## src/shared/ppg_pkg.sv

```systemverilog
package ppg_pkg;
  localparam int unsigned ADDR_W = 12;
  localparam int unsigned DATA_W = 8;
  localparam int unsigned VAL_W  = 10;

  localparam logic [11:0] CTRL_TWO_ADDR   = 12'he99;
  localparam logic [11:0] CTRL_THREE_ADDR = 12'he9a;
  localparam logic [11:0] DEAD_ONE_LO     = 12'he9b;
  localparam logic [11:0] DEAD_ONE_HI     = 12'he9c;
  localparam logic [11:0] WIDTH_ONE_LO    = 12'he9d;
  localparam logic [11:0] WIDTH_ONE_HI    = 12'he9e;

  // Control two fields
  localparam int unsigned C2_RELEASE = 7;
  localparam int unsigned C2_EMG_EN  = 6;
  localparam int unsigned C2_GATE2   = 5;
  localparam int unsigned C2_GATE1   = 4;
  localparam int unsigned C2_CSM_HI  = 3;
  localparam int unsigned C2_CSM_LO  = 2;
  localparam int unsigned C2_WFM_HI  = 1;
  localparam int unsigned C2_WFM_LO  = 0;

  // Control three fields
  localparam int unsigned C3_EMG_FLAG = 5;
  localparam int unsigned C3_COUNTING = 4;
  localparam int unsigned C3_SUPPRESS = 3;
  localparam int unsigned C3_STM_HI   = 2;
  localparam int unsigned C3_STM_LO   = 1;
  localparam int unsigned C3_RUN      = 0;

  localparam logic [7:0] REG_RESET  = 8'h00;
  localparam logic [1:0] FIELD_ZERO = 2'h0;
  localparam logic [9:0] VAL_ZERO   = 10'h000;
  localparam logic [9:0] VAL_ONE    = 10'h001;

  localparam logic [1:0] CSM_CMD_CAPTURE = 2'h0;
  localparam logic [1:0] CSM_CMD_TRIG    = 2'h1;
  localparam logic [1:0] CSM_TRIG_ONLY   = 2'h2;

  localparam logic [1:0] WFM_INDEP    = 2'h0;
  localparam logic [1:0] WFM_VARIABLE = 2'h2;
  localparam logic [1:0] WFM_HALF     = 2'h3;

  localparam logic [1:0] STM_ONE_SHOT = 2'h2;

  // Noise filter widths in gear clock periods
  localparam logic [1:0] NF_NONE      = 2'h3;
  localparam logic [4:0] NF_CYCLES_16 = 5'h10;
  localparam logic [4:0] NF_CYCLES_8  = 5'h08;
  localparam logic [4:0] NF_CYCLES_4  = 5'h04;

  typedef enum logic [3:0] {
    ST_IDLE   = 4'b0001,
    ST_ARMED  = 4'b0010,
    ST_RUN    = 4'b0100,
    ST_FINISH = 4'b1000
  } run_state_e;
endpackage

```

## src/hw/ppg_noise_filter.sv

```systemverilog
`timescale 1ns/1ps
module ppg_noise_filter
  import ppg_pkg::*;
(
  input  wire logic       clk_i,
  input  wire logic       rstn_i,
  input  wire logic       ce_i,
  input  wire logic       pin_i,
  input  wire logic [1:0] sel_i,
  output logic            level_o
);
  typedef struct packed {
    logic       sync1;
    logic       sync2;
    logic       level;
    logic [4:0] run;
  } filt_s;

  filt_s state_reg;
  filt_s state_next;
  logic [4:0] need;

  always_comb begin
    state_next       = state_reg;
    state_next.sync1 = pin_i;
    state_next.sync2 = state_reg.sync1;
    unique case (sel_i)
      2'h0:    need = NF_CYCLES_16;
      2'h1:    need = NF_CYCLES_8;
      2'h2:    need = NF_CYCLES_4;
      default: need = 5'h00;
    endcase
    // Level must stay changed for the full width before it is passed on
    if (state_reg.sync2 == state_reg.level) begin
      state_next.run = 5'h00;
    end else if (sel_i == NF_NONE || (state_reg.run + 5'h01) >= need) begin // RULE_21
      state_next.level = state_reg.sync2;
      state_next.run   = 5'h00;
    end else begin
      state_next.run = state_reg.run + 5'h01;
    end
  end

  always_ff @(posedge clk_i or negedge rstn_i) begin
    if (!rstn_i) begin
      state_reg <= '0;
    end else if (ce_i) begin
      state_reg <= state_next;
    end
  end

  assign level_o = state_reg.level;
endmodule

```

## src/hw/ppg_setup_reg.sv

```systemverilog
`timescale 1ns/1ps
module ppg_setup_reg
  import ppg_pkg::*;
(
  input  wire logic       clk_i,
  input  wire logic       rstn_i,
  input  wire logic       ce_i,
  input  wire logic       wr_lo_i,
  input  wire logic       wr_hi_i,
  input  wire logic [7:0] wdata_i,
  input  wire logic       commit_i,
  output logic      [9:0] hold_o,
  output logic      [9:0] cmp_o
);
  typedef struct packed {
    logic [9:0] hold;
    logic [9:0] cmp;
  } setup_s;

  setup_s state_reg;
  setup_s state_next;

  always_comb begin
    state_next = state_reg;
    if (wr_lo_i) begin
      state_next.hold[7:0] = wdata_i;
    end
    if (wr_hi_i) begin
      state_next.hold[9:8] = wdata_i[1:0]; // RULE_18
    end
    // Compare copy only moves when the period high byte is written
    if (commit_i) begin
      state_next.cmp = state_reg.hold; // RULE_19 RULE_16
    end
  end

  always_ff @(posedge clk_i or negedge rstn_i) begin
    if (!rstn_i) begin
      state_reg <= '0;
    end else if (ce_i) begin
      state_reg <= state_next;
    end
  end

  assign hold_o = state_reg.hold;
  assign cmp_o  = state_reg.cmp;
endmodule

```

## src/hw/ppg_timer_run_control.sv

```systemverilog
`timescale 1ns/1ps
// Notes on behaviour
// RULE_01 - Release bit write 1 cancels emergency
// RULE_02 - Release bit always reads zero
// RULE_03 - Enable bit gates the emergency pin
// RULE_04 - Gate mode blocks triggers during active output
// RULE_05 - Start mode: capture, command+trigger, trigger
// RULE_06 - Waveform: independent, variable duty, half duty
// RULE_07 - Emergency flag reads one while stopped
// RULE_08 - Counting flag reads one while counting
// RULE_09 - Suppress bit hides first period interrupt (code hides it only after a command start, not after a trigger start)
// RULE_10 - Stop codes 0x stop and clear immediately
// RULE_11 - Stop code 10 finishes current period
// RULE_12 - Run with code 10 gives one shot
// RULE_13 - Hardware never changes the run bit
// RULE_14 - Software stops before rewriting control one/two
// RULE_15 - Control three write while running restarts
// RULE_16 - Compares load on period high byte write
// RULE_17 - Control three bits 7,6 read zero
// RULE_18 - Setup value ten bits, upper bits zero
// RULE_19 - Setup registers are double buffered
// RULE_20 - Software writes low byte before high
// RULE_21 - Trigger filter rejects 16, 8, 4 cycles
// RULE_22 - Emergency forces outputs to stop levels
// RULE_23 - Reserved codes stored as written
module ppg_timer_run_control
  import ppg_pkg::*;
(
  input  wire logic        clk_i,
  input  wire logic        rstn_i,
  input  wire logic        ce_i,
  input  wire logic [11:0] addr_i,
  input  wire logic [7:0]  wdata_i,
  input  wire logic        wr_i,
  input  wire logic        rd_i,
  output logic      [7:0]  rdata_o,
  input  wire logic        trig_gate_mode_i,
  input  wire logic        trig_rising_i,
  input  wire logic        out1_init_i,
  input  wire logic        out2_init_i,
  input  wire logic [1:0]  noise_filter_sel_i,
  input  wire logic [9:0]  period_cmp_i,
  input  wire logic        period_commit_i,
  input  wire logic        trigger_pin_i,
  input  wire logic        emergency_input_pin_i,
  output logic             pulse_output_one_o,
  output logic             pulse_output_two_o,
  output logic             period_interrupt_o,
  output logic             counting_o
);
  typedef struct packed {
    run_state_e  st;
    logic        emergency_input_enable;
    logic        out2_trigger_gate;
    logic        out1_trigger_gate;
    logic [1:0]  count_start_mode_sel;
    logic [1:0]  waveform_mode_sel;
    logic        first_irq_suppress;
    logic [1:0]  stop_behaviour_sel;
    logic        run_bit;
    logic        emergency_stop_flag;
    logic        emg_sync1;
    logic        emg_sync2;
    logic        trig_prev;
    logic [9:0]  cnt;
    logic        first_period;
    logic        half_phase;
    logic        out1;
    logic        out2;
    logic        irq;
    logic [7:0]  rdata;
  } ctrl_s;

  ctrl_s state_reg;
  ctrl_s state_next;

  logic       trig_level;
  logic [9:0] dead_hold;
  logic [9:0] dead_cmp;
  logic [9:0] width_hold;
  logic [9:0] width_cmp;
  logic       wr_c2;
  logic       wr_c3;
  logic       cmd_mode;
  logic       trig_start_mode;
  logic       counting;
  logic       act1;
  logic       act2;
  logic       trig_edge;
  logic       trig_ok;
  logic       period_end;
  logic [9:0] dead_end;

  ppg_noise_filter u_filter (
    .clk_i   (clk_i),
    .rstn_i  (rstn_i),
    .ce_i    (ce_i),
    .pin_i   (trigger_pin_i),
    .sel_i   (noise_filter_sel_i),
    .level_o (trig_level)
  );

  ppg_setup_reg u_dead_one (
    .clk_i    (clk_i),
    .rstn_i   (rstn_i),
    .ce_i     (ce_i),
    .wr_lo_i  (wr_i && addr_i == DEAD_ONE_LO),
    .wr_hi_i  (wr_i && addr_i == DEAD_ONE_HI),
    .wdata_i  (wdata_i),
    .commit_i (period_commit_i),
    .hold_o   (dead_hold),
    .cmp_o    (dead_cmp)
  );

  ppg_setup_reg u_width_one (
    .clk_i    (clk_i),
    .rstn_i   (rstn_i),
    .ce_i     (ce_i),
    .wr_lo_i  (wr_i && addr_i == WIDTH_ONE_LO),
    .wr_hi_i  (wr_i && addr_i == WIDTH_ONE_HI),
    .wdata_i  (wdata_i),
    .commit_i (period_commit_i),
    .hold_o   (width_hold),
    .cmp_o    (width_cmp)
  );

  assign wr_c2    = wr_i && addr_i == CTRL_TWO_ADDR;
  assign wr_c3    = wr_i && addr_i == CTRL_THREE_ADDR;
  assign counting = state_reg.st == ST_RUN || state_reg.st == ST_FINISH;
  assign dead_end = 10'(dead_cmp + width_cmp);

  always_comb begin
    // Reserved start code waits for a trigger like trigger mode, but a trigger never restarts it
    cmd_mode = state_reg.count_start_mode_sel == CSM_CMD_CAPTURE
            || state_reg.count_start_mode_sel == CSM_CMD_TRIG; // RULE_05
    trig_start_mode = state_reg.count_start_mode_sel == CSM_CMD_TRIG
                   || state_reg.count_start_mode_sel == CSM_TRIG_ONLY; // RULE_05
    // Raw active levels before the initial-level polarity
    unique case (state_reg.waveform_mode_sel)
      WFM_VARIABLE: begin
        act1 = state_reg.cnt < width_cmp; // RULE_06
        act2 = !act1;
      end
      WFM_HALF: begin
        act1 = state_reg.half_phase; // RULE_06
        act2 = !state_reg.half_phase;
      end
      default: begin
        // Independent, also used for the reserved code
        act1 = state_reg.cnt >= dead_cmp && state_reg.cnt < dead_end; // RULE_06
        act2 = state_reg.cnt >= dead_end;
      end
    endcase
    act1 = act1 && counting;
    act2 = act2 && counting;
    trig_edge = trig_rising_i ? (trig_level && !state_reg.trig_prev)
                              : (!trig_level && state_reg.trig_prev);
    trig_ok = trig_edge && !(trig_gate_mode_i
              && ((state_reg.out1_trigger_gate && act1)
               || (state_reg.out2_trigger_gate && act2))); // RULE_04
    period_end = state_reg.cnt >= period_cmp_i;
  end

  always_comb begin
    state_next           = state_reg;
    state_next.emg_sync1 = emergency_input_pin_i;
    state_next.emg_sync2 = state_reg.emg_sync1;
    state_next.trig_prev = trig_level;
    state_next.irq       = 1'b0;
    state_next.rdata     = REG_RESET;

    if (wr_c2) begin
      // Release bit is an action, never stored
      state_next.emergency_input_enable = wdata_i[C2_EMG_EN];
      state_next.out2_trigger_gate      = wdata_i[C2_GATE2];
      state_next.out1_trigger_gate      = wdata_i[C2_GATE1];
      state_next.count_start_mode_sel   = wdata_i[C2_CSM_HI:C2_CSM_LO]; // RULE_23
      state_next.waveform_mode_sel      = wdata_i[C2_WFM_HI:C2_WFM_LO]; // RULE_23
      if (wdata_i[C2_RELEASE]) begin
        state_next.emergency_stop_flag = 1'b0; // RULE_01
      end
    end
    if (wr_c3) begin
      state_next.first_irq_suppress = wdata_i[C3_SUPPRESS];
      state_next.stop_behaviour_sel = wdata_i[C3_STM_HI:C3_STM_LO]; // RULE_23
      state_next.run_bit            = wdata_i[C3_RUN]; // RULE_13
    end

    // Counter datapath and run sequencing
    unique case (state_reg.st)
      ST_IDLE: begin
        state_next.cnt = VAL_ZERO;
      end
      ST_ARMED: begin
        if (trig_ok) begin
          state_next.st           = ST_RUN;
          state_next.cnt          = VAL_ZERO;
          state_next.first_period = 1'b0;
        end
      end
      ST_RUN, ST_FINISH: begin
        if (period_end) begin
          state_next.cnt        = VAL_ZERO;
          state_next.half_phase = !state_reg.half_phase;
          state_next.irq        = !(state_reg.first_irq_suppress && state_reg.first_period); // RULE_09
          state_next.first_period = 1'b0;
          if (state_reg.st == ST_FINISH
              || state_reg.stop_behaviour_sel == STM_ONE_SHOT) begin
            state_next.st = ST_IDLE; // RULE_11 RULE_12
          end
        end else begin
          state_next.cnt = state_reg.cnt + VAL_ONE;
        end
        if (trig_start_mode && trig_ok && state_reg.st == ST_RUN) begin
          state_next.cnt        = VAL_ZERO;
          state_next.half_phase = 1'b0;
        end
      end
      default: begin
        state_next.st = ST_IDLE;
      end
    endcase

    if (wr_c3) begin
      if (wdata_i[C3_RUN]) begin
        // Any write with run set restarts from the initial state
        state_next.cnt        = VAL_ZERO;
        state_next.half_phase = 1'b0;
        if (cmd_mode) begin
          state_next.st           = ST_RUN; // RULE_15
          state_next.first_period = 1'b1;
        end else begin
          state_next.st = ST_ARMED;
        end
      end else if (wdata_i[C3_STM_HI:C3_STM_LO] == STM_ONE_SHOT && counting) begin
        state_next.st = ST_FINISH; // RULE_11
      end else begin
        state_next.st  = ST_IDLE; // RULE_10
        state_next.cnt = VAL_ZERO;
      end
    end

    // Pin sampled only after two flops; set wins over release
    if (state_reg.emergency_input_enable && state_reg.emg_sync2) begin // RULE_03
      state_next.emergency_stop_flag = 1'b1; // RULE_22
    end
    if (state_next.emergency_stop_flag) begin
      state_next.st  = ST_IDLE; // RULE_22
      state_next.cnt = VAL_ZERO;
      state_next.irq = 1'b0;
    end

    // Outputs return to initial levels when not counting or stopped
    state_next.out1 = out1_init_i ^ (act1 && !state_next.emergency_stop_flag
                                     && state_next.st != ST_IDLE); // RULE_10 RULE_22
    state_next.out2 = out2_init_i ^ (act2 && !state_next.emergency_stop_flag
                                     && state_next.st != ST_IDLE); // RULE_10 RULE_22

    if (rd_i) begin
      unique case (addr_i)
        CTRL_TWO_ADDR: begin
          state_next.rdata = {1'b0, state_reg.emergency_input_enable, // RULE_02
                              state_reg.out2_trigger_gate, state_reg.out1_trigger_gate,
                              state_reg.count_start_mode_sel, state_reg.waveform_mode_sel};
        end
        CTRL_THREE_ADDR: begin
          state_next.rdata = {FIELD_ZERO, state_reg.emergency_stop_flag, // RULE_17 RULE_07
                              counting, state_reg.first_irq_suppress, // RULE_08
                              state_reg.stop_behaviour_sel, state_reg.run_bit};
        end
        DEAD_ONE_LO:  state_next.rdata = dead_hold[7:0];
        DEAD_ONE_HI:  state_next.rdata = {6'h00, dead_hold[9:8]}; // RULE_18
        WIDTH_ONE_LO: state_next.rdata = width_hold[7:0];
        WIDTH_ONE_HI: state_next.rdata = {6'h00, width_hold[9:8]}; // RULE_18
        default:      state_next.rdata = REG_RESET;
      endcase
    end
  end

  always_ff @(posedge clk_i or negedge rstn_i) begin
    if (!rstn_i) begin
      state_reg    <= '0;
      state_reg.st <= ST_IDLE;
    end else if (ce_i) begin
      state_reg <= state_next;
    end
  end

  assign rdata_o            = state_reg.rdata;
  assign pulse_output_one_o = state_reg.out1;
  assign pulse_output_two_o = state_reg.out2;
  assign period_interrupt_o = state_reg.irq;
  assign counting_o         = counting;
endmodule

```

## config.mk

```make
export PLATFORM = sky130hd
export DESIGN_NAME = ppg_timer_run_control
export DESIGN_NICKNAME = d
export VERILOG_FILES = /design/src/shared/ppg_pkg.sv /design/src/hw/ppg_noise_filter.sv /design/src/hw/ppg_setup_reg.sv /design/src/hw/ppg_timer_run_control.sv
export SDC_FILE = /design/constraint.sdc
export NUM_CORES = 1
export LEC_CHECK = 0
export BUFFER_PORTS_ARGS = -buffer_cell sky130_fd_sc_hd__buf_2
export CORE_ASPECT_RATIO = 2
export CORE_MARGIN = 1.5
export CORE_UTILIZATION = 35
export DETAILED_ROUTE_END_ITERATION = 7
export GPL_TIMING_DRIVEN = 0
export HOLD_SLACK_MARGIN = 0.02
export SYNTH_ARGS = -nofsm -noshare
export SYNTH_HDL_FRONTEND = slang
export SYNTH_SLANG_ARGS = --single-unit
```

## constraint.sdc

```tcl
create_clock -name clk_i -period 4.5 [get_ports clk_i]
set_input_delay 0.45 -clock clk_i [delete_from_list [all_inputs] [get_ports clk_i]]
set_output_delay 0.45 -clock clk_i [all_outputs]
set_load 0.02 [all_outputs]
```

==> impl_results.md <==
- Worst min path class: input port to asynchronous set/reset pin
- ANT nets after route: 0
- Largest net degree at the start of global routing: 55
- Critical path startpoint: u_dead_one.cmp_o[0]
- Nets: 719
- Most common cell after layout, fill and taps aside: dfrtp_1
- Vias/cell: ~5.5
- Crit path arrival time: 4.58 ns
- Yosys warns: 0
- Skew-Pair Late Insertion Delay: between 0.3 and 0.4 ns
- Die X-Extent: approximately 94 µm
- Post-synth EDFFs: 0
- Synth top area share: 0.386
- CORE AREA: approximately 0.016 mm²
- Synth unique cells: 63
- Global-route wire length before repair: ~25000 µm
- CTS tree: done
- Average wire per standard cell: 18.8 µm
- Multi-input logic area: approximately 0.0033 mm²
- Final Power: around 1700 µW
- Rows: between 60 and 70
- Async SR Flop Fraction: 1.00
- Clk slew on worst S/H paths: ~0.060 ns
- Drt pass-1 iters: 5
- Buffers added on ports: 53
- DRC: 0
- Worst rel slew slack: 0.227
- Via count: between 4000 and 5000
- Clk sinks: 90
- CP required: about 4.8 ns
- Boundary Pins: 56
- Largest cells by area after synthesis: dfrtp_1, ha_1, mux2_2
- Setup crit end kind: register
- Clk buf depth: 2
- FILL cells: ~1600
- Synthesized cell area: approximately 0.0058 mm²
- CP max stage cell: or4_4
- Vias in the first global route: slightly below 5000
- Post-CTS setup buffer count: 0
- Most frequent cells in the layout: dfrtp_1, ha_1, buf_2, mux2_2, inv_1
- DP Wirelength: 12600 µm
- Synth Net Count: ~650
- Synth Register Bits: 90
- Grt ovf: 0
- Initial antenna violation count: 0
- Number of antenna diodes: 0
- R2R Path Start: u_dead_one.cmp_o[0]
- Iteration-0 DRC Markers: approximately 220
- Static Leakage: 0.00324 µW
- Post-synthesis sequential area ratio: 0.391
- CP max stage delay: 0.57 ns
- Max FO, Critical Path: 10
- Final wirelength: roughly 16000 µm
- WP buf/inv: 3
- Post-CTS Hold Fix Bufs: 0
- Post-synth top area cell: dfrtp_1
- Slew Limit Fails: 0
- Root buffer cell: clkbuf_16
- Starting Density: 0.356
- Tcrit/Tclk final: 0.954
- Final worst path period need: between 4 and 5 ns
- H-Tree Depth: 3
- Max Fclk: approximately 230 MHz
- Critical path, cell by cell: ha_1 > inv_1 > fa_2 > inv_1 > a21oi_1 > o21ai_0 > a21o_1 > a21o_1 > a21o_1 > a21oi_2 > xor2_1 > ha_1 > nand4_1 > nor2_1 > o21ai_0 > a31oi_2 > or4_4 > o211a_4 > buf_4 > nor4b_2 > a211o_1
- Mean post-synth cell area: 10.4 µm²
- Max FFs per register: 30
- Startpoint Class: register
- CP delay by family, top: compound AO/OA/AOI/OAI gates
- Chip height: around 180 µm
- Share of layout cells above drive strength 1: 0.257
- Worst path most repeated cell: a21o_1
- Final setup TNS: 0 ns
- Sequential standard cell area: about 0.0023 mm²
- Max-cap violations: 0
- GRT Total Usage: 0.190
- Setup Skew: between 0.004 and 0.005 ns
- Setup violations, final: 0
- Final hold violation count: 0
- Predominant post-synthesis flop cell: dfrtp_1
- Outcome: finished, final reports clean
- Critical Path Stages: 21
- Mapped Cells: roughly 550
- Reg2reg setup slack: slightly above 0.2 ns
- Die area: about 0.017 mm²
- Least-Margin Pin Slew: 1.16 ns
- Crit Path Category: register to register
- Pwr dens: around 260 mW/mm²
- Crit Reg-Reg Endpoint: state_reg[19]
- Num CTS Buffers: 9
- Peak supply drop: between 0.0003 and 0.0004 V
- Worst R2R Path Depth: 21
- P&R area growth vs syn: 15.6%
- RSZ-0062 raised after global routing: no
- Worst setup path end: state_reg[19]
- Global placement routability congestion: around 0.9
-- report_power, final --
part | total (µW) | internal [µW] | leakage (µW) | switching, µW
clock | 742 | 429 | 0.000136 | 313
combinational | 135 | 53.7 | 0.00189 | 81.4
sequential | 840 | 825 | 0.00122 | 14.8
total | 1720 | 1310 | 0.00324 | 410
-- routing by layer --
layer  part of all wire  routed length (µm)  up-vias  global-route usage
met2               0.59                9120      109               0.382
met5                  0                   0        -                   0
li1                   -                   -     2155                   -
met4              0.045                 700        0               0.104
met1               0.34                5320     2226               0.176
met3              0.028                 441       32              0.0252
-- cells by family after synthesis --
| kind of cell | Yosys count | synth area share |
|---|---|---|
| AND/OR/NAND/NOR | 146 | 0.152 |
| AO/OA/AOI/OAI | 119 | 0.143 |
| flip-flops | 90 | 0.391 |
| buffers and inverters | 67 | 0.0531 |
| multiplexers | 60 | 0.116 |
| adder cells (fa/ha/maj) | 57 | 0.125 |
| XOR/XNOR | 13 | 0.0197 |
-- cells in the mapped netlist (4+ instances only) --
library cell,number
ha_1,56
mux2_2,54
a21o_1,18
o2bb2ai_1,4
nor3b_1,6
xnor2_1,9
or4_1,4
nor4b_1,6
a211oi_1,5
o211ai_1,4
and3_1,7
nor4b_2,5
dfrtp_1,89
or3_1,4
mux2i_1,6
nand2_1,29
a31oi_1,4
o21ai_0,24
inv_1,45
buf_4,8
nand3_1,16
nor2b_1,6
xor2_1,4
clkbuf_1,6
nand4_1,5
a222oi_1,6
nor3_1,5
nand2b_1,12
nor4_1,4
a21oi_1,22
a211o_1,7
nor2_1,23
o31ai_1,4
-- per-stage QoR --
| stage | util | setup WS [ns] | instance area, µm² | std cells | hold WS [ns] |
|---|---|---|---|---|---|
| 6_report | 0.412 | 0.208 | 6670 | 827 | 0.0725 |
| 5_1_grt | 0.412 | 0.0263 | 6670 | 827 | 0.102 |
| 4_1_cts | 0.409 | 0.0212 | 6610 | 826 | 0.0890 |
| 3_5_place_dp | 0.390 | -0.372 | 6320 | 810 | 0.462 |
| 3_3_place_gp | 0.389 | -0.252 | 6290 | 809 | 0.467 |
| 2_1_floorplan | - | 0.482 | 5770 | 552 | 0.154 |
-- worst min-delay path by stage --
stage | startpoint | end | slack [ns] | cells past startpoint
2_1_floorplan | rstn_i | period_interrupt_o | 0.15 | 0
3_3_place_gp | period_interrupt_o | period_interrupt_o | 0.47 | 1
3_5_place_dp | rstn_i | u_filter.state_next[6] | 0.46 | 1
4_1_cts | rstn_i | state_reg[22] | 0.09 | 1
5_1_grt | rstn_i | state_reg[39] | 0.10 | 1
6_report | rstn_i | state_reg[22] | 0.07 | 1
-- what timing repair did --
item / CTS / global route
setup endpoints to repair: 10 / 11
resized for setup: 2 / 13
hold endpoints to repair: 0 / 0
pin swaps: 0 / 3
-- cell type report --
cell class	instances	share of cell area
Multi-Input combinational cell	395	0.489
Clock inverter	5	0.00826
Inverter	45	0.0253
Tap cell	204	0.0383
Clock buffer	11	0.0349
Sequential cell	90	0.338
Buffer	22	0.0212
Timing Repair Buffer	55	0.0451
Note: power is estimated with default switching activity, not from simulation.
